--- src/common/tm2_pkg.sv ---
// Package for the timer block: register map, field positions, reset values and modes
package tm2_pkg;
	// Register byte addresses on the APB
	localparam logic [7:0] ADDR_CTRL = 8'h00;
	localparam logic [7:0] ADDR_MODE = 8'h04;
	localparam logic [7:0] ADDR_MODE1 = 8'h08;
	localparam logic [7:0] ADDR_CNT_LO = 8'h0C;
	localparam logic [7:0] ADDR_CNT_HI = 8'h10;
	localparam logic [7:0] ADDR_RCAP_LO = 8'h14;
	localparam logic [7:0] ADDR_RCAP_HI = 8'h18;
	// Control register bits
	localparam int CTRL_OVF = 7;
	localparam int CTRL_EXT = 6;
	localparam int CTRL_RX_LOWF = 5;
	localparam int CTRL_TX_LOWIE = 4;
	localparam int CTRL_FEE = 3;
	localparam int CTRL_RUN = 2;
	localparam int CTRL_CT = 1;
	localparam int CTRL_CPRL = 0;
	// Mode register bits
	localparam int MODE_SEL_LSB = 0;
	localparam int MODE_SPLIT = 3;
	localparam int MODE_LOW_RUN = 4;
	localparam int MODE_AUTO_STOP = 5;
	localparam int MODE_SCALE_PRIO = 6;
	localparam int MODE_REE = 7;
	// Mode register one bits
	localparam int MODE1_TRIG_LSB = 0;
	localparam int MODE1_IRQ_BLOCK = 3;
	localparam int MODE1_ALT_SEL = 4;
	localparam int MODE1_CLK_SRC = 5;
	localparam int MODE1_CLK_SCALE = 6;
	localparam int MODE1_LOW_CLK = 7;
	// Values after reset and counter maximums
	localparam logic [7:0] RST_BYTE = 8'h00;
	localparam logic [15:0] RST_WORD = 16'h0000;
	localparam logic [7:0] BYTE_MAX = 8'hFF;
	localparam logic [15:0] WORD_MAX = 16'hFFFF;
	// Operating modes
	localparam logic [2:0] OPM_RELOAD_INT = 3'h0;
	localparam logic [2:0] OPM_RELOAD = 3'h1;
	localparam logic [2:0] OPM_CAPTURE = 3'h2;
	localparam logic [2:0] OPM_CAPTURE_ZERO = 3'h3;
	localparam logic [2:0] OPM_DUTY = 3'h6;
	typedef enum logic [1:0] {
		DUTY_IDLE,
		DUTY_ARMED,
		DUTY_FIRST,
		DUTY_SECOND
	} tm2_duty_t;
	// Decoded mode register
	typedef struct packed {
		logic rising_edge_enable;
		logic scale_or_prio;
		logic low_run_auto_stop;
		logic low_run_bit;
		logic split_enable;
		logic [2:0] opmode;
	} tm2_mode_t;
	// Decoded mode register one
	typedef struct packed {
		logic low_clk_sel;
		logic clock_scale_select;
		logic clock_source_select;
		logic alternate_bit_select;
		logic overflow_irq_block;
		logic [2:0] trig_sel;
	} tm2_mode1_t;
endpackage

--- src/verilog/tm2_timer.sv ---
// Timer 2 with auto-reload, capture, duty capture and split 8-bit modes, APB slave
`timescale 1ns/1ps
module tm2_timer #(
	parameter int TRIG_N = 8,
	parameter int HCLK_N = 8,
	parameter int LCLK_N = 4
) (
	// Clock and reset
	input wire logic pclk,
	input wire logic presetn,
	// APB slave
	input wire logic psel,
	input wire logic penable,
	input wire logic pwrite,
	input wire logic [7:0] paddr,
	input wire logic [31:0] pwdata,
	output logic [31:0] prdata,
	output logic pready,
	output logic pslverr,
	// Count strobes and trigger pins
	input wire logic [HCLK_N-1:0] high_tick_src,
	input wire logic [LCLK_N-1:0] low_tick_src,
	input wire logic [TRIG_N-1:0] trig_in,
	// Interrupt and events
	input wire logic timer_irq_enable,
	output logic timer_irq,
	output logic overflow_event_out,
	output logic low_overflow_event_out,
	// Shared-bit functions
	output logic rx_baud_sel,
	output logic tx_baud_sel,
	output logic interrupt_priority_bit
);
	logic [7:0] mode_raw_r, mode1_raw_r, cnt_hi_r, cnt_lo_r, rcap_hi_r, rcap_lo_r;
	logic [15:0] cnt_nxt, cap_nxt;
	logic [31:0] prdata_r;
	logic [TRIG_N-1:0] sync1_r, sync2_r, sync3_r, trig_lvl_r;
	tm2_pkg::tm2_mode_t mode;
	tm2_pkg::tm2_mode1_t mode1;
	tm2_pkg::tm2_duty_t duty_r, duty_nxt;
	logic overflow_flag_r, external_event_flag_r, low_overflow_flag_r;
	logic low_overflow_irq_enable_r, rx_baud_r, tx_baud_r, low_clock_scale_r, prio_r;
	logic falling_edge_enable_r, high_run_bit_r, ct_sel_r, cprl_r, low_run_bit_r;
	logic sel_prev_r, irq_r, ovf_evt_r, low_evt_r, wr, mapped, alt, selected_trigger_input;
	logic fall_edge, rise_edge, any_edge, ext_evt, hi_tick, lo_tick, cap_load, ovf_set;
	logic ext_set, low_set, run_clr, lowrun_clr, ovf16_evt, low8_evt;

	assign mode = tm2_pkg::tm2_mode_t'({mode_raw_r[7:5], low_run_bit_r, mode_raw_r[3:0]});
	assign mode1 = tm2_pkg::tm2_mode1_t'(mode1_raw_r);
	assign alt = mode1.alternate_bit_select;

	// APB decode; slave never inserts wait states
	assign wr = psel & penable & pwrite;
	always_comb begin
		case (paddr)
			tm2_pkg::ADDR_CTRL, tm2_pkg::ADDR_MODE, tm2_pkg::ADDR_MODE1,
			tm2_pkg::ADDR_CNT_LO, tm2_pkg::ADDR_CNT_HI,
			tm2_pkg::ADDR_RCAP_LO, tm2_pkg::ADDR_RCAP_HI: mapped = 1'b1;
			default: mapped = 1'b0;
		endcase
	end
	assign pready = 1'b1;
	assign pslverr = psel & penable & ~mapped;
	assign prdata = prdata_r;

	// Read data latched in the setup cycle
	always_ff @(posedge pclk or negedge presetn) begin
		if (!presetn) begin
			prdata_r <= 32'h00000000;
		end else if (psel & ~penable & ~pwrite) begin
			case (paddr)
				tm2_pkg::ADDR_CTRL: prdata_r <= {24'h000000, overflow_flag_r,
					external_event_flag_r, alt ? low_overflow_flag_r : rx_baud_r,
					alt ? low_overflow_irq_enable_r : tx_baud_r,
					falling_edge_enable_r, high_run_bit_r, ct_sel_r, cprl_r};
				tm2_pkg::ADDR_MODE: prdata_r <= {24'h000000, mode_raw_r[7],
					alt ? prio_r : low_clock_scale_r, mode_raw_r[5],
					low_run_bit_r, mode_raw_r[3:0]};
				tm2_pkg::ADDR_MODE1: prdata_r <= {24'h000000, mode1_raw_r};
				tm2_pkg::ADDR_CNT_LO: prdata_r <= {24'h000000, cnt_lo_r};
				tm2_pkg::ADDR_CNT_HI: prdata_r <= {24'h000000, cnt_hi_r};
				tm2_pkg::ADDR_RCAP_LO: prdata_r <= {24'h000000, rcap_lo_r};
				tm2_pkg::ADDR_RCAP_HI: prdata_r <= {24'h000000, rcap_hi_r};
				default: prdata_r <= 32'h00000000;
			endcase
		end
	end

	// Trigger pins: three flops, level accepted when stages two and three agree
	genvar gi;
	generate
		for (gi = 0; gi < TRIG_N; gi++) begin : g_trig
			always_ff @(posedge pclk or negedge presetn) begin
				if (!presetn) begin
					sync1_r[gi] <= 1'b0;
					sync2_r[gi] <= 1'b0;
					sync3_r[gi] <= 1'b0;
					trig_lvl_r[gi] <= 1'b0;
				end else begin
					sync1_r[gi] <= trig_in[gi];
					sync2_r[gi] <= sync1_r[gi];
					sync3_r[gi] <= sync2_r[gi];
					if (sync2_r[gi] == sync3_r[gi]) begin
						trig_lvl_r[gi] <= sync3_r[gi];
					end
				end
			end
		end
	endgenerate

	assign selected_trigger_input = trig_lvl_r[mode1.trig_sel];
	assign fall_edge = sel_prev_r & ~selected_trigger_input;
	assign rise_edge = ~sel_prev_r & selected_trigger_input;
	assign any_edge = fall_edge | rise_edge;
	assign ext_evt = (fall_edge & falling_edge_enable_r) | (rise_edge & mode.rising_edge_enable);

	// eight high clock choices, four low clock choices
	assign hi_tick = high_tick_src[{mode1.clock_scale_select, ct_sel_r, mode1.clock_source_select}];
	assign lo_tick = low_tick_src[{low_clock_scale_r, mode1.low_clk_sel}];

	// Counter, capture, flag and run next-state logic
	always_comb begin
		cnt_nxt = {cnt_hi_r, cnt_lo_r};
		cap_nxt = {rcap_hi_r, rcap_lo_r};
		cap_load = 1'b0;
		ovf_set = 1'b0;
		ext_set = 1'b0;
		low_set = 1'b0;
		run_clr = 1'b0;
		lowrun_clr = 1'b0;
		ovf16_evt = 1'b0;
		low8_evt = 1'b0;
		duty_nxt = duty_r;
		if (mode.split_enable) begin
			duty_nxt = tm2_pkg::DUTY_IDLE;
			// high half on its own run bit
			if (hi_tick & high_run_bit_r) begin
				if (cnt_hi_r == tm2_pkg::BYTE_MAX) begin
					cnt_nxt[15:8] = rcap_hi_r;
					ovf_set = 1'b1;
					lowrun_clr = mode.low_run_auto_stop;
				end else begin
					cnt_nxt[15:8] = cnt_hi_r + 8'h01;
				end
			end
			if (lo_tick & low_run_bit_r) begin
				if (cnt_lo_r == tm2_pkg::BYTE_MAX) begin
					cnt_nxt[7:0] = rcap_lo_r;
					low_set = 1'b1;
					low8_evt = 1'b1;
				end else begin
					cnt_nxt[7:0] = cnt_lo_r + 8'h01;
				end
			end
			if (ext_evt) begin
				ext_set = 1'b1;
				if (mode.opmode == tm2_pkg::OPM_RELOAD) begin
					cnt_nxt = {rcap_hi_r, rcap_lo_r};
				end
			end
		end else if (mode.opmode == tm2_pkg::OPM_DUTY) begin
			case (duty_r)
				tm2_pkg::DUTY_IDLE: begin
					if (high_run_bit_r) begin
						duty_nxt = tm2_pkg::DUTY_ARMED;
					end
				end
				tm2_pkg::DUTY_ARMED: begin
					if (!high_run_bit_r) begin
						duty_nxt = tm2_pkg::DUTY_IDLE;
					end else if (any_edge) begin
						duty_nxt = tm2_pkg::DUTY_FIRST;
					end
				end
				tm2_pkg::DUTY_FIRST: begin
					if (!high_run_bit_r) begin
						duty_nxt = tm2_pkg::DUTY_IDLE;
					end else if (any_edge) begin
						cap_nxt = {cnt_hi_r, cnt_lo_r};
						cap_load = 1'b1;
						ext_set = falling_edge_enable_r;
						duty_nxt = tm2_pkg::DUTY_SECOND;
					end else if (hi_tick) begin
						cnt_nxt = {cnt_hi_r, cnt_lo_r} + 16'h0001;
					end
				end
				tm2_pkg::DUTY_SECOND: begin
					if (!high_run_bit_r) begin
						duty_nxt = tm2_pkg::DUTY_IDLE;
					end else if (any_edge) begin
						run_clr = 1'b1;
						duty_nxt = tm2_pkg::DUTY_IDLE;
					end else if (hi_tick) begin
						cnt_nxt = {cnt_hi_r, cnt_lo_r} + 16'h0001;
					end
				end
				default: duty_nxt = tm2_pkg::DUTY_IDLE;
			endcase
		end else begin
			duty_nxt = tm2_pkg::DUTY_IDLE;
			if (hi_tick & high_run_bit_r) begin
				if ({cnt_hi_r, cnt_lo_r} == tm2_pkg::WORD_MAX) begin
					ovf_set = 1'b1;
					ovf16_evt = 1'b1;
					if (mode.opmode == tm2_pkg::OPM_RELOAD_INT ||
						mode.opmode == tm2_pkg::OPM_RELOAD) begin
						cnt_nxt = {rcap_hi_r, rcap_lo_r};
					end else begin
						cnt_nxt = tm2_pkg::RST_WORD;
					end
				end else begin
					cnt_nxt = {cnt_hi_r, cnt_lo_r} + 16'h0001;
				end
			end
			if (ext_evt) begin
				ext_set = 1'b1;
				case (mode.opmode)
					tm2_pkg::OPM_RELOAD: cnt_nxt = {rcap_hi_r, rcap_lo_r};
					tm2_pkg::OPM_CAPTURE: begin
						cap_nxt = {cnt_hi_r, cnt_lo_r};
						cap_load = 1'b1;
					end
					tm2_pkg::OPM_CAPTURE_ZERO: begin
						cap_nxt = {cnt_hi_r, cnt_lo_r};
						cap_load = 1'b1;
						cnt_nxt = tm2_pkg::RST_WORD;
					end
					default: cnt_nxt = cnt_nxt;
				endcase
			end
		end
	end

	// Count bytes: a software write wins over counting
	always_ff @(posedge pclk or negedge presetn) begin
		if (!presetn) begin
			cnt_hi_r <= tm2_pkg::RST_BYTE;
			cnt_lo_r <= tm2_pkg::RST_BYTE;
			duty_r <= tm2_pkg::DUTY_IDLE;
		end else begin
			duty_r <= duty_nxt;
			cnt_hi_r <= (wr && paddr == tm2_pkg::ADDR_CNT_HI) ? pwdata[7:0] : cnt_nxt[15:8];
			cnt_lo_r <= (wr && paddr == tm2_pkg::ADDR_CNT_LO) ? pwdata[7:0] : cnt_nxt[7:0];
		end
	end

	// Reload/capture pair: a hardware capture wins over a write
	always_ff @(posedge pclk or negedge presetn) begin
		if (!presetn) begin
			rcap_hi_r <= tm2_pkg::RST_BYTE;
			rcap_lo_r <= tm2_pkg::RST_BYTE;
		end else if (cap_load) begin
			rcap_hi_r <= cap_nxt[15:8];
			rcap_lo_r <= cap_nxt[7:0];
		end else if (wr && paddr == tm2_pkg::ADDR_RCAP_HI) begin
			rcap_hi_r <= pwdata[7:0];
		end else if (wr && paddr == tm2_pkg::ADDR_RCAP_LO) begin
			rcap_lo_r <= pwdata[7:0];
		end
	end

	// Control register; flags set by hardware win over a clear
	always_ff @(posedge pclk or negedge presetn) begin
		if (!presetn) begin
			overflow_flag_r <= 1'b0;
			external_event_flag_r <= 1'b0;
			low_overflow_flag_r <= 1'b0;
			low_overflow_irq_enable_r <= 1'b0;
			rx_baud_r <= 1'b0;
			tx_baud_r <= 1'b0;
			falling_edge_enable_r <= 1'b0;
			high_run_bit_r <= 1'b0;
			ct_sel_r <= 1'b0;
			cprl_r <= 1'b0;
		end else begin
			overflow_flag_r <= ovf_set | ((wr && paddr == tm2_pkg::ADDR_CTRL) ?
				pwdata[tm2_pkg::CTRL_OVF] : overflow_flag_r);
			external_event_flag_r <= ext_set | ((wr && paddr == tm2_pkg::ADDR_CTRL) ?
				pwdata[tm2_pkg::CTRL_EXT] : external_event_flag_r);
			low_overflow_flag_r <= low_set | ((wr && paddr == tm2_pkg::ADDR_CTRL && alt) ?
				pwdata[tm2_pkg::CTRL_RX_LOWF] : low_overflow_flag_r);
			if (wr && paddr == tm2_pkg::ADDR_CTRL) begin
				// shared bits routed by alternate select
				if (alt) begin
					low_overflow_irq_enable_r <= pwdata[tm2_pkg::CTRL_TX_LOWIE];
				end else begin
					rx_baud_r <= pwdata[tm2_pkg::CTRL_RX_LOWF];
					tx_baud_r <= pwdata[tm2_pkg::CTRL_TX_LOWIE];
				end
				falling_edge_enable_r <= pwdata[tm2_pkg::CTRL_FEE];
				high_run_bit_r <= pwdata[tm2_pkg::CTRL_RUN];
				ct_sel_r <= pwdata[tm2_pkg::CTRL_CT];
				cprl_r <= pwdata[tm2_pkg::CTRL_CPRL];
			end else if (run_clr) begin
				high_run_bit_r <= 1'b0;
			end
		end
	end

	// Mode registers
	always_ff @(posedge pclk or negedge presetn) begin
		if (!presetn) begin
			mode_raw_r <= tm2_pkg::RST_BYTE;
			mode1_raw_r <= tm2_pkg::RST_BYTE;
			low_run_bit_r <= 1'b0;
			low_clock_scale_r <= 1'b0;
			prio_r <= 1'b0;
		end else begin
			if (wr && paddr == tm2_pkg::ADDR_MODE) begin
				mode_raw_r <= pwdata[7:0];
				low_run_bit_r <= pwdata[tm2_pkg::MODE_LOW_RUN];
				if (alt) begin
					prio_r <= pwdata[tm2_pkg::MODE_SCALE_PRIO];
				end else begin
					low_clock_scale_r <= pwdata[tm2_pkg::MODE_SCALE_PRIO];
				end
			end else if (lowrun_clr) begin
				low_run_bit_r <= 1'b0;
			end
			if (wr && paddr == tm2_pkg::ADDR_MODE1) begin
				mode1_raw_r <= pwdata[7:0];
			end
		end
	end

	// Interrupt request, exported events and trigger level history
	always_ff @(posedge pclk or negedge presetn) begin
		if (!presetn) begin
			sel_prev_r <= 1'b0;
			irq_r <= 1'b0;
			ovf_evt_r <= 1'b0;
			low_evt_r <= 1'b0;
		end else begin
			sel_prev_r <= selected_trigger_input;
			irq_r <= timer_irq_enable & ((overflow_flag_r & ~mode1.overflow_irq_block) |
				external_event_flag_r | (low_overflow_flag_r & low_overflow_irq_enable_r));
			ovf_evt_r <= mode.split_enable ? low8_evt : ovf16_evt;
			low_evt_r <= low8_evt;
		end
	end
	assign timer_irq = irq_r;
	assign overflow_event_out = ovf_evt_r;
	assign low_overflow_event_out = low_evt_r;
	assign rx_baud_sel = rx_baud_r;
	assign tx_baud_sel = tx_baud_r;
	assign interrupt_priority_bit = prio_r;
endmodule

--- config.mk ---
export PLATFORM = sky130hd
export DESIGN_NAME = tm2_timer
export DESIGN_NICKNAME = d
export VERILOG_FILES = /design/src/common/tm2_pkg.sv /design/src/verilog/tm2_timer.sv
export SDC_FILE = /design/constraint.sdc
export NUM_CORES = 1
export LEC_CHECK = 0
export BUFFER_PORTS_ARGS = -buffer_cell sky130_fd_sc_hd__buf_2
export CORE_MARGIN = 8
export CORE_UTILIZATION = 34
export DETAILED_ROUTE_END_ITERATION = 10
export PLACE_DENSITY_LB_ADDON = 0.08
export SLEW_MARGIN = 20
export SYNTH_ARGS = -nofsm -noshare
export SYNTH_HDL_FRONTEND = slang
export SYNTH_SLANG_ARGS = --single-unit
--- constraint.sdc ---
create_clock -name pclk -period 3.2 [get_ports pclk]
set_input_delay 0.32 -clock pclk [delete_from_list [all_inputs] [get_ports pclk]]
set_output_delay 0.32 -clock pclk [all_outputs]
set_load 0.01 [all_outputs]
Word-level counts from Yosys, hierarchy flattened

Index checks and enable logic that the tools add are counted.

Register bits after elaboration: 131
Bits of input ports: 66
Output and inout port bits: 40
Word-level logic and storage cells: 250

Add/sub/neg operators: 3
Magnitude comparators: 3
Equality and inequality tests: 43
Mux-type cells: 88
Bitwise operators: 28
Reduce and logical (&&, ||, !) cells: 28

Operators by type and width:

| operator                                                   | number |
|---|---|
| 2-to-1 mux 16 bit                                          | 19 |
| 2-to-1 mux 8 bit                                           | 11 |
| one-hot mux 8 bit (7 select lines)                         | 1 |
| 2-to-1 mux 1 bit                                           | 43 |
| one-hot mux 16 bit (2 select lines)                        | 1 |
| != test 5 x 4 -> 1 bit, second input constant              | 6 |
| equality test 8 x 5 -> 1 bit, second input constant        | 3 |
| 2-to-1 mux 2 bit                                           | 9 |
| adder 16 x 1 -> 16 bit, second input constant              | 1 |
| adder 8 x 1 -> 8 bit, second input constant                | 2 |
| equality test 16 bit, second input constant                | 1 |
| equality test 8 x 4 -> 1 bit, second input constant        | 2 |
| equality test 8 bit, second input constant                 | 2 |
| != test 5 bit, second input constant                       | 3 |
| bitwise AND 1 bit                                          | 14 |
| AND reduction 4 bit                                        | 3 |
| != test 5 x 2 -> 1 bit, second input constant              | 2 |
| != test 3 x 2 -> 1 bit, second input constant              | 3 |
| equality test 1 bit                                        | 8 |
| equality test 8 x 3 -> 1 bit, second input constant        | 1 |
| logical AND 1 bit                                          | 8 |
| zero test 8 bit                                            | 1 |
| less-than comparator 3 x 4 -> 1 bit, second input constant | 2 |
| one-hot mux 2 bit (4 select lines)                         | 1 |
| 22 further kinds                                           | 46 |

Longest topological paths before layout

Gate-level depths: netlist (run 1).

Depth after elaboration: 12
Gate-level depth with buffers: 12
Depth with buffers taken out: 11

Worst setup path after synthesis (run 1)

No wires, ideal clock.

Path kind: reg-to-reg
Start: reg mode1_raw_r[0] (netlist: mode1[0])
End: reg cnt_hi_r[1]
Library setup time: 0.111 ns
Arrival time: 2.612 ns
Required time: 3.089 ns
Setup slack: 0.477 ns
Cell stages (with the launch flop): 11
Path buffers: 2
Clock period less this slack: 2.723 ns
Cell sequence: dfrtp_1 mux4_2 mux2i_1 inv_1 ha_1 a22o_1 and2_1 clkbuf_1 clkbuf_1 o311a_1 a2111oi_2

Word-level cells in the longest chain between the ends: 10
Elaborated cells between the ends (all ways): 16
Those cells by class: eq/ne: 1; mux: 7; bitwise: 7; reduce/logical: 1

RTL lines:

| item                                     | line             | source |
|---|---|---|
| from (decl)                              | tm2_timer.sv:34  | `logic [7:0] mode_raw_r, mode1_raw_r, cnt_hi_r, cnt_lo_r, rcap_hi_r, rcap_lo_r;` |
| from (signal assigned)                   | tm2_timer.sv:304 | `mode1_raw_r <= tm2_pkg::RST_BYTE;` |
| from (signal assigned)                   | tm2_timer.sv:321 | `mode1_raw_r <= pwdata[7:0];` |
| binary-select mux 1 bit (select 3 bit) * | tm2_timer.sv:111 | `assign selected_trigger_input = trig_lvl_r[mode1.trig_sel];` |
| 2-to-1 mux 1 bit (not written as such) * | tm2_timer.sv:111 |  |
| named net selected_trigger_input         | tm2_timer.sv:44  | `logic sel_prev_r, irq_r, ovf_evt_r, low_evt_r, wr, mapped, alt, selected_trigger_input;` |
| NOT 1 bit                                | tm2_timer.sv:112 | `assign fall_edge = sel_prev_r & ~selected_trigger_input;` |
| bitwise AND 1 bit                        | tm2_timer.sv:112 |  |
| bitwise AND 1 bit                        | tm2_timer.sv:115 | `assign ext_evt = (fall_edge & falling_edge_enable_r) \| (rise_edge & mode.rising_edge_enable);` |
| OR 1 bit                                 | tm2_timer.sv:115 |  |
| 2-to-1 mux 16 bit                        | tm2_timer.sv:215 | `if (ext_evt) begin` |
| 2-to-1 mux 16 bit                        | tm2_timer.sv:161 | `end else if (mode.opmode == tm2_pkg::OPM_DUTY) begin` |
| 2-to-1 mux 16 bit                        | tm2_timer.sv:134 | `if (mode.split_enable) begin` |
| 2-to-1 mux 8 bit                         | tm2_timer.sv:242 | `cnt_hi_r <= (wr && paddr == tm2_pkg::ADDR_CNT_HI) ? pwdata[7:0] : cnt_nxt[15:8];` |
| to (signal assigned)                     | tm2_timer.sv:237 | `cnt_hi_r <= tm2_pkg::RST_BYTE;` |
| to (signal assigned)                     | tm2_timer.sv:242 |  |
| to (decl)                                | tm2_timer.sv:34  |  |

Mark *: on every way through the listed nets, which the timed path passes. The rest lies on a longest branch. The select of a mux whose other input is x is not followed.
A chain may end at the register's enable or synchronous reset.

Worst setup path after layout (run 1)

Start: reg mode1_raw_r[0] (netlist: mode1[0])
End: reg cnt_hi_r[1]

Word-level cells in the longest chain between the ends: 10
Elaborated cells between the ends (all ways): 16
Those cells by class: eq/ne: 1; mux: 7; bitwise: 7; reduce/logical: 1

RTL lines:

| item                                     | line |
|---|---|
| binary-select mux 1 bit (select 3 bit) * | tm2_timer.sv:111 |
| 2-to-1 mux 1 bit (not written as such) * | tm2_timer.sv:111 |
| NOT 1 bit                                | tm2_timer.sv:112 |
| bitwise AND 1 bit                        | tm2_timer.sv:112 |
| bitwise AND 1 bit                        | tm2_timer.sv:115 |
| OR 1 bit                                 | tm2_timer.sv:115 |
| 2-to-1 mux 16 bit                        | tm2_timer.sv:215 |
| 2-to-1 mux 16 bit                        | tm2_timer.sv:161 |
| 2-to-1 mux 16 bit                        | tm2_timer.sv:134 |
| 2-to-1 mux 8 bit                         | tm2_timer.sv:242 |

Every way passes the cells marked *; elsewhere a longest branch is shown, timed or not. The select of a mux whose other input is x is not followed.

==> results of run 1 <==
==> layout make-up <==
class	instances	area, sq um	share of cell area (%)
clock buffer	9	225.2	2.901
tap	270	337.8	4.352
sequential	105	2629	33.87
multi-input combinational	603	3821	49.23
inverter	18	67.56	0.8704
clock inverter	7	86.33	1.112
timing repair buffer	91	595.6	7.672
==> flip-flops by register name, indices dropped and copies added, names as in the netlist, 2 cells and up <==
name and count:
cnt_hi_r 8, cnt_lo_r 8, duty_r 2, mode1 8, mode_raw_r 6, prdata 8, rcap_hi_r 8, rcap_lo_r 8
sync1_r 8, sync2_r 8, sync3_r 8, trig_lvl_r 8
==> power breakdown <==
part	switching, W	total (W)	internal (W)	leakage, nW
clock	0.000614	0.00118	0.000566	0.151
combinational	0.000485	0.000808	0.000323	1.72
sequential	0.000144	0.00156	0.00142	1.31
==> path summary, 6_finish.rpt <==
path / from / end / slack (ns) / depth (start not counted)
max: mode1[0] / cnt_hi_r[1] / 0.25 / 9
min: presetn / sync1_r[0] / -0.004 / 1
max reg2reg: mode1[0] / cnt_hi_r[1] / 0.25 / 9
min reg2reg: sync1_r[1] / sync2_r[1] / 0.35 / 0
max in group asynchronous: presetn / overflow_event_out / 2.42 / 2
min in group pclk: trig_in[5] / sync1_r[5] / 0.05 / 1
==> logic make-up after synthesis <==
group | Yosys count
other | 2
xor gates and xnor gates | 15
muxes | 37
buffers and inverters | 105
adders and majority gates | 12
AOI/OAI and AO/OA | 249
and+or+nand+nor | 265
DFF | 105
==> cells in the final DEF (no fill, tap or decap), types with 5 or more instances in the layout <==
cell,instances
o31ai_1,7
a211oi_1,7
buf_4,32
and3_1,13
nor3_1,10
a22oi_1,17
mux2i_1,24
nor2b_1,7
nand4_1,9
dfrtp_1,104
xor2_1,5
a21oi_1,43
buf_2,55
xnor2_1,10
nand3_1,42
o21ai_0,74
a221o_1,5
nand2_1,86
inv_1,18
a221oi_1,7
o22ai_1,9
nor2_1,47
o221ai_1,5
a21o_1,6
maj3_1,8
o211ai_1,11
nand2b_1,6
clkbuf_16,9
a31oi_1,16
or3_1,5
mux2_2,10
conb_1,25
==> stage by stage <==
stage          hold slack (ns)  total power, W  cell area (sq um)  worst slack, ns  cells
2_1_floorplan          0.02441        0.002091               6968           0.4770    813
3_3_place_gp            0.3329        0.002369               7440           0.1328   1087
3_5_place_dp            0.3358        0.002379               7440          0.06601   1087
4_1_cts                0.02796        0.003574               7751          0.06775   1103
5_1_grt                0.04033        0.003705               7762          0.01497   1103
6_report             -0.003947        0.003547               7762           0.2497   1103
==> repair_timing <==
| action | CTS | global route |
|---|---|---|
| setup endpoints to repair | 0 | 11 |
| endpoints found under the hold margin | 0 | 0 |
| gates resized for setup | 0 | 3 |
| hold buffers | 0 | 0 |
==> metal layers <==
layer / up-vias / wire length, um
met5: - / 0
met4: 0 / 879
met3: 68 / 1927
met2: 344 / 12350
met1: 3273 / 11190
li1: 2946 / -
==> metrics.yaml, run 1 <==
outcome:
  status: "complete, but fails checks"
  violations: "negative hold slack"
power_and_ir_drop:
  vdd_ir_drop_max_mv: 0.2491
  p_per_area_nw_per_um2: 457.0
  p_leak_nw: 3.186
cts:
  cts_setup_buffers: 0
  cts_tree: "done"
  cts_buffers: 9
  clock_path_buffers: 2
  ctsRootBufferMaster: "clkbuf_16"
  clk_latency_ns: 0.37
  cts_htree_levels: 3
  cts.sinks: 105
  cts.reportedPaths.clkPinSlew_ns: 0.08
place:
  finalWeightedCongestion: 0.9177
  dp_hpwl_mm: 18.98
  io_buffers: 56
global_routing:
  grt.overflow.total: 0
  use_met3_pct: 3.230
  top_usage_layer: "met2"
  grt_util_met1_pct: 27.79
  grt_util_met2_pct: 34.20
  grt_usage_pct: 21.11
  antenna_found_initial: 0
  grt_max_degree: 53
  grt_pass1_vias: 6399
  grt_pass1_wl_mm: 39.47
final_layout:
  layout-drive-gt1-share_pct: 17.65
  nets: 898
  antennaDiodeCount: 0
  syn2layout_area_growth_pct: 12.80
  fin_util_pct: 38.74
  nFillCells: 2092
setup_path:
  critPathCaptureType: "flop"
  slowest_delay_ns: 0.51
  path_cells: "mux4_2 -> mux2i_1 -> ha_1 -> and2_1 -> a31oi_4 -> or2_2 -> nor2_1 -> o311a_1 -> a2111oi_2"
  cp_slowest_cell: "mux4_2"
  path_max_fanout: 6
  critical_path_required_ns: 3.45
  path_buf_inv: 0
  crit_type: "reg -> reg"
  critPathArrivalTime_ns: 3.20
  critPathLaunchType: "flop"
  critical_path.top_delay_family: "compound AO/OA/AOI/OAI gates"
logic_synthesis:
  synthTopCellsByArea: "dfrtp_1 38%, o21ai_0 5.4%, nand2_1 4.7%, mux2i_1 3.5%, a21oi_1 3.1%"
  yosys.area.top_type_share_pct: 38.18
  synth.distinct_cells: 80
  syn-cell-area_sq_um: 6882
  synth_ff_type: "dfrtp_1"
  async_flop_share_pct: 100.0
  yosysMostFrequentCell: "dfrtp_1"
  synth_commonest_cells: "105 x dfrtp_1, 86 x nand2_1, 74 x o21ai_0, 47 x nor2_1, 43 x a21oi_1"
  syn-instance-count: 790
  synthSimpleGateAreaFrac_pct: 19.85
  ys_seq_area_share_pct: 38.18
  postSynthAreaPerCell_sq_um: 8.711
  yosys_warnings: 0
  synth_edf_count: 0
  synthXorXnorAreaFrac_pct: 1.909
  muxShareOfSynthArea_pct: 6.109
  synth-seq-cells: 105
  synthAdderAreaFrac_pct: 1.891
  synth_top_family_by_area: "compound AO/OA/AOI/OAI gates"
  synth_top_area_cell: "dfrtp_1"
  synth_compound_area_share_pct: 24.25
timing:
  period_share_pct: 92.20
  worstMarginPinSlew_ns: 0.7423
  fin_crit_ns: 2.950
  relSlewSlack_pct: 50.51
  rsz0062_at_grt: "no"
  drv_slew: 0
  max_freq_ghz: 0.3390
  report.final.setup_viol: 0
  hold_violations: 3
  hold_ws_ns: -0.003947
  finClkSkew_ns: 0.009158
  setup_tns_ns: 0
detailed_routing:
  num_vias: 6631
  dr.pass1.iters: 6
  drc: 0
  first_iter_violations: 609
  ant_nets: 0
  viasPerCell: 6.012
  routed_wl_mm: 26.35
  wire_per_inst_um: 23.89
floorplanning:
  die_w_um: 158.3
  row_count: 52
  chipHeight_um: 158.3
  initial_core_util_pct: 34.34
  core_area_sq_um: 20040
  ios: 106
  die_area_sq_um: 25050
job:
  maxCapViolCount: 0
min_path:
  min_path_type: "in -> async"
No activity file was read; power rests on OpenSTA's default activity.
==> run 2, diff against run 1 <==
--- a/config.mk
+++ b/config.mk
@@ -8,6 +8,7 @@
 export BUFFER_PORTS_ARGS = -buffer_cell sky130_fd_sc_hd__buf_2
 export CORE_MARGIN = 8
 export CORE_UTILIZATION = 34
+export CTS_BUF_LIST = sky130_fd_sc_hd__clkbuf_2
 export DETAILED_ROUTE_END_ITERATION = 10
 export PLACE_DENSITY_LB_ADDON = 0.08
 export SLEW_MARGIN = 20
==> metrics.yaml, run 2 (same netlist as run 1, synthesis figures left out) <==
outcome:
  status: "finished clean"
setup_path:
  critical_path_required_ns: 3.79  # +0.34 ns
  reg2reg_depth: 11  # +2
  critPathCapture: "rcap_lo_r[2]"
  slowest_delay_ns: 0.54  # +0.03 ns
  path_max_fanout: 8  # +2
  critical_path.top_delay_family: "compound AO/OA/AOI/OAI gates"
  r2r_slack_ns: 0.20  # -0.05 ns
  critPathArrivalTime_ns: 3.59  # +0.39 ns
  cp_slowest_cell: "a21oi_1"
  crit_cells: 11  # +2
  critPathCaptureType: "flop"
  path_cells: "mux4_2 -> mux2i_2 -> inv_1 -> ha_1 -> a22o_1 -> nor2b_1 -> nor2_1 -> nor2_1 -> a21oi_1 -> a22oi_1 -> o21ai_0"
  crit_top_cell: "nor2_1"
  crit_type: "reg -> reg"
  critPathLaunchType: "flop"
  crit-reg2reg-launch: "mode1[0]"
  critPathLaunch: "mode1[0]"
  rr_endpoint: "rcap_lo_r[2]"
  path_buf_inv: 1  # +1
detailed_routing:
  viasPerCell: 5.929  # -1.4%
  routed_wl_mm: 26.40  # +0.17%
  dr.pass1.iters: 6  # unchanged
  drc: 0  # unchanged
  ant_nets: 0  # unchanged
  wire_per_inst_um: 23.50  # -1.6%
  first_iter_violations: 644  # +5.7%
  num_vias: 6658  # +0.41%
place:
  finalWeightedCongestion: 0.9177  # unchanged
  io_buffers: 56  # unchanged
  dpl-instance-area_sq_um: 7440  # unchanged
  dp_hpwl_mm: 18.98  # unchanged
timing:
  period_share_pct: 93.63  # +1.4 points
  max_freq_ghz: 0.3338  # -1.5%
  relSlewSlack_pct: 50.67  # +0.15 points
  worstMarginPinSlew_ns: 0.7400  # -0.002321 ns
  drv_slew: 0  # unchanged
  rsz0062_at_grt: "no"
  fin_crit_ns: 2.996  # +0.04586 ns
  hold_violations: 0  # -3
  finClkSkew_ns: 0.03330  # +0.02414 ns
  report.final.setup_viol: 0  # unchanged
  setup_tns_ns: 0  # unchanged
global_routing:
  antenna_found_initial: 1  # +1
  grt_max_degree: 53  # unchanged
  grt_pass1_wl_mm: 39.66  # +0.49%
  grt_usage_pct: 21.19  # +0.087 points
  grt.overflow.total: 0  # unchanged
  grt_pass1_vias: 6446  # +0.73%
cts:
  clock_path_buffers: 2  # unchanged
  cts_htree_levels: 3  # unchanged
  cts.sinks: 105  # unchanged
  ctsRootBufferMaster: "clkbuf_2"
  cts_tree: "done"
  clk_latency_ns: 0.67  # +0.30 ns
  cts_buffers: 9  # unchanged
  cts.reportedPaths.clkPinSlew_ns: 0.35  # +0.27 ns
final_layout:
  stdcell_area_sq_um: 7771  # +0.11%
  mostFrequentLayoutCells: "104 x dfrtp_1, 86 x nand2_1, 74 x o21ai_0"
  syn2layout_area_growth_pct: 12.93
  nets: 916  # +2.0%
  layout-drive-gt1-share_pct: 17.39  # -0.26 points
  mostFrequentLayoutCell: "dfrtp_1"
min_path:
  min_path_type: "in -> reg"
power_and_ir_drop:
  p_leak_nw: 3.190  # +0.12%
  p_per_area_nw_per_um2: 398.4  # -13%
  vdd_ir_drop_max_mv: 0.1869  # -25%
job:
  maxCapViolCount: 0  # unchanged
floorplanning:
  die_area_sq_um: 25050  # unchanged
  row_count: 52  # unchanged
  chipHeight_um: 158.3  # unchanged
  die_w_um: 158.3  # unchanged
  initial_core_util_pct: 34.34  # unchanged
  core_area_sq_um: 20040  # unchanged
  ios: 106  # unchanged
run 2: cell count changes in the layout (fill, tap and decap cells not counted), sizes merged:
cell,delta
dlygate4sd3,+18
diode,+2
run 2: layer usage:
metal	vias up	track usage (%)	wire [um]
li1	2994	-	-
met1	3280	27.99	11310
met2	328	34.73	12400
met3	56	3.094	1903
met4	0	7.544	783
met5	-	0	0
run 2: repair_timing:
item	4_1_cts	5_1_grt
hold endpoints to repair	77	0
setup buffers	0	0
endpoints found under the setup margin	0	20
gates resized for setup	0	4
hold buffers	18	0
run 2: where the power goes:
group / internal [W] / leakage [nW] / switching (W)
Sequential: 0.00142 / 1.31 / 0.000144
Clock: 0.000144 / 0.0777 / 0.000561
Combinational: 0.000338 / 1.80 / 0.000488
run 2: tightest hold or removal path, delay by kind of cell:
| kind | cells | cell delay (ns) |
|---|---|---|
| and+or+nand+nor | 2 | 0.30 |
| buffers and inverters | 1 | 0.09 |
| AOI/OAI and AO/OA | 1 | 0.06 |
run 2: area by class of cell:
cell class              instances  area (sq um)
well taps                     270         337.8
repair buffers                109         775.7
clock inverters                 7         86.33
clock buffers                   9         45.04
fillers                      2088         12270
multi-input cells             603          3825
diodes                          2         5.005
inverters                      18         67.56
flip-flops and latches        105          2629
run 2: stage by stage:
stage	instances	hold slack (ns)	worst slack [ns]	total power, W	util (%)
2_1_floorplan	813	0.02441	0.4770	0.002091	-
3_3_place_gp	1087	0.3329	0.1328	0.002369	37.13
3_5_place_dp	1087	0.3358	0.06601	0.002379	37.13
4_1_cts	1121	0.05088	0.02950	0.003123	38.68
5_1_grt	1123	0.08345	0.00009059	0.003259	38.78
6_report	1123	0.09530	0.2039	0.003096	38.78
run 2: how the worst min path moves through the flow:
stage / cells past startpoint / slack (ns) / start / endpoint
floorplan: 0 / 0.02 / presetn / cnt_hi_r[0]
CTS: 4 / 0.05 / pwrite / prdata[1]
finish: 4 / 0.1 / pwrite / prdata[1]
detailed placement: 0 / 0.34 / sync1_r[1] / sync2_r[1]
global route: 4 / 0.08 / pwrite / prdata[4]
global placement: 0 / 0.33 / sync1_r[4] / sync2_r[4]
==> run 3, diff against run 2 <==
--- a/config.mk
+++ b/config.mk
@@ -5,11 +5,11 @@
 export SDC_FILE = /design/constraint.sdc
 export NUM_CORES = 1
 export LEC_CHECK = 0
-export BUFFER_PORTS_ARGS = -buffer_cell sky130_fd_sc_hd__buf_2
 export CORE_MARGIN = 8
 export CORE_UTILIZATION = 34
 export CTS_BUF_LIST = sky130_fd_sc_hd__clkbuf_2
 export DETAILED_ROUTE_END_ITERATION = 10
+export DONT_BUFFER_PORTS = 1
 export PLACE_DENSITY_LB_ADDON = 0.08
 export SLEW_MARGIN = 20
 export SYNTH_ARGS = -nofsm -noshare
==> metrics.yaml, run 3 (same netlist as run 1, synthesis figures left out) <==
floorplanning:
  chipHeight_um: 158.3  # unchanged
  ios: 106  # unchanged
  core_area_sq_um: 20040  # unchanged
  initial_core_util_pct: 34.34  # unchanged
  die_w_um: 158.3  # unchanged
  die_area_sq_um: 25050  # unchanged
  row_count: 52  # unchanged
timing:
  finClkSkew_ns: 0.05953  # +0.02623 ns
  worstMarginPinSlew_ns: 0.7673  # +0.02724 ns
  report.final.setup_viol: 0  # unchanged
  setup_tns_ns: 0  # unchanged
  hold_ws_ns: 0.04791  # -0.04739 ns
  relSlewSlack_pct: 48.73  # -1.9 points
  hold_violations: 0  # unchanged
  rsz0062_at_grt: "no"
  fin_crit_ns: 2.925  # -0.07150 ns
  period_share_pct: 91.40  # -2.2 points
  drv_slew: 0  # unchanged
  max_freq_ghz: 0.3419  # +2.4%
detailed_routing:
  drc: 0  # unchanged
  wire_per_inst_um: 24.83  # +5.6%
  ant_nets: 0  # unchanged
  dr.pass1.iters: 6  # unchanged
  first_iter_violations: 618  # -4.0%
  routed_wl_mm: 26.72  # +1.2%
  viasPerCell: 6.062  # +2.3%
  num_vias: 6523  # -2.0%
cts:
  clock_path_buffers: 2  # unchanged
  cts_buffers: 9  # unchanged
  cts_setup_buffers: 0  # unchanged
  cts.reportedPaths.clkPinSlew_ns: 0.35  # about the same
  cts_tree: "done"
  ctsRootBufferMaster: "clkbuf_2"
  clk_latency_ns: 0.69  # +0.02 ns
  cts_htree_levels: 3  # unchanged
  cts.sinks: 105  # unchanged
global_routing:
  antenna_found_initial: 1  # unchanged
  use_met3_pct: 4.126  # +1.0 points
  grt_pass1_wl_mm: 40.14  # +1.2%
  grt_util_met1_pct: 28.38  # +0.39 points
  grt_pass1_vias: 6376  # -1.1%
  grt_usage_pct: 21.50  # +0.30 points
  grt_max_degree: 106  # +100%
  top_usage_layer: "met2"
  grt.overflow.total: 0  # unchanged
  grt_util_met2_pct: 33.34  # -1.4 points
place:
  dp_cells: 1033  # -5.0%
  dpl-instance-area_sq_um: 7147  # -3.9%
  dp_hpwl_mm: 18.52  # -2.4%
  io_buffers: 0  # -100%
  finalWeightedCongestion: 0.9017  # -1.7%
min_path:
  min_path_type: "in -> reg"
final_layout:
  stdcell_count: 1076  # -4.2%
  fin_util_pct: 37.81  # -0.97 points
  mostFrequentLayoutCells: "105 x dfrtp_1, 86 x nand2_1, 74 x o21ai_0"
  layout-drive-gt1-share_pct: 11.80  # -5.6 points
  nets: 870  # -5.0%
  mostFrequentLayoutCell: "dfrtp_1"
  syn2layout_area_growth_pct: 10.11
  nFillCells: 2093  # +0.24%
  stdcell_area_sq_um: 7577  # -2.5%
setup_path:
  critPathArrivalTime_ns: 3.53  # -0.06 ns
  critical_path.top_delay_family: "compound AO/OA/AOI/OAI gates"
  cp_slowest_cell: "mux4_2"
  critPathCaptureType: "flop"
  crit_type: "reg -> reg"
  path_max_fanout: 21  # +13
  critPathLaunchType: "flop"
  critical_path_required_ns: 3.81  # +0.02 ns
  path_cells: "mux4_2 -> mux2i_1 -> inv_1 -> ha_1 -> a22o_1 -> and2_1 -> buf_12 -> nor3_1 -> a21oi_1 -> a2111o_1 -> o211ai_1"
  path_buf_inv: 2  # +1
  slowest_delay_ns: 0.51  # -0.03 ns
power_and_ir_drop:
  vdd_ir_drop_max_mv: 0.1796  # -3.9%
  p_per_area_nw_per_um2: 406.0  # +1.9%
  p_leak_nw: 2.990  # -6.3%
outcome:
  status: "finished clean"
job:
  maxCapViolCount: 0  # unchanged
==> run 3: changes by cell type in the layout (fill, tap and decap cells not counted), sizes merged <==
cell	change
buf	-53
dlygate4sd3	+7
diode	-1
==> run 3: path summary, 6_finish.rpt <==
path	startpoint	end	slack, ns	cells after the start
worst max-delay path	mode1[0]	cnt_lo_r[4]	0.28	11
worst min-delay path	pwrite	low_overflow_irq_enable_r	0.05	4
worst max register to register	mode1[0]	cnt_lo_r[4]	0.28	11
worst min register to register	sync1_r[6]	sync2_r[6]	0.38	0
max in group asynchronous	presetn	rcap_hi_r[0]	2.58	2
min in group asynchronous	presetn	mode_raw_r[3]	0.17	2
==> run 3: repair_timing <==
action	4_1_cts	5_1_grt
hold buffers	26	0
resized for setup	0	5
endpoints found under the setup margin	0	10
endpoints found under the hold margin	171	0
==> run 3: per-layer routing <==
metal / wire length (um) / vias to the layer above
li1: - / 2901
met1: 11180 / 3242
met2: 12110 / 311
met3: 2257 / 69
met4: 1175 / 0
met5: 0 / -
==> run 3: worst reg2reg max path, delay by kind of cell, from the launching register on <==
kind / cells / cell delay [ns]
AOI/OAI and AO/OA: 4 / 0.82
adders and majority gates: 1 / 0.22
buffers and inverters: 2 / 0.25
DFF: 1 / 0.49
muxes: 2 / 0.70
and+or+nand+nor: 2 / 0.38
==> run 3: layout make-up <==
| type | instances | area [sq um] | share of cell area [%] |
|---|---|---|---|
| well taps | 270 | 337.8 | 4.458 |
| clock inverters | 7 | 88.84 | 1.172 |
| diodes | 1 | 2.502 | 0.03303 |
| inverters | 18 | 67.56 | 0.8917 |
| flip-flops and latches | 105 | 2628 | 34.68 |
| multi-input cells | 603 | 3827 | 50.51 |
| repair buffers | 63 | 580.6 | 7.662 |
| clock buffers | 9 | 45.04 | 0.5945 |
==> run 3: per-stage QoR <==
stage               setup WS [ns]  total power, W
floorplan                  0.4770        0.002091
global placement           0.1818        0.002288
detailed placement         0.1489        0.002290
CTS                       0.08001        0.003102
global route              0.01805        0.003236
finish                     0.2754        0.003077
==> run 3: report_power, final <==
part / leakage (nW) / switching, W / internal [W]
Combinational: 1.60 / 0.000456 / 0.000314
Sequential: 1.31 / 0.000160 / 0.00142
Clock: 0.0792 / 0.000579 / 0.000148
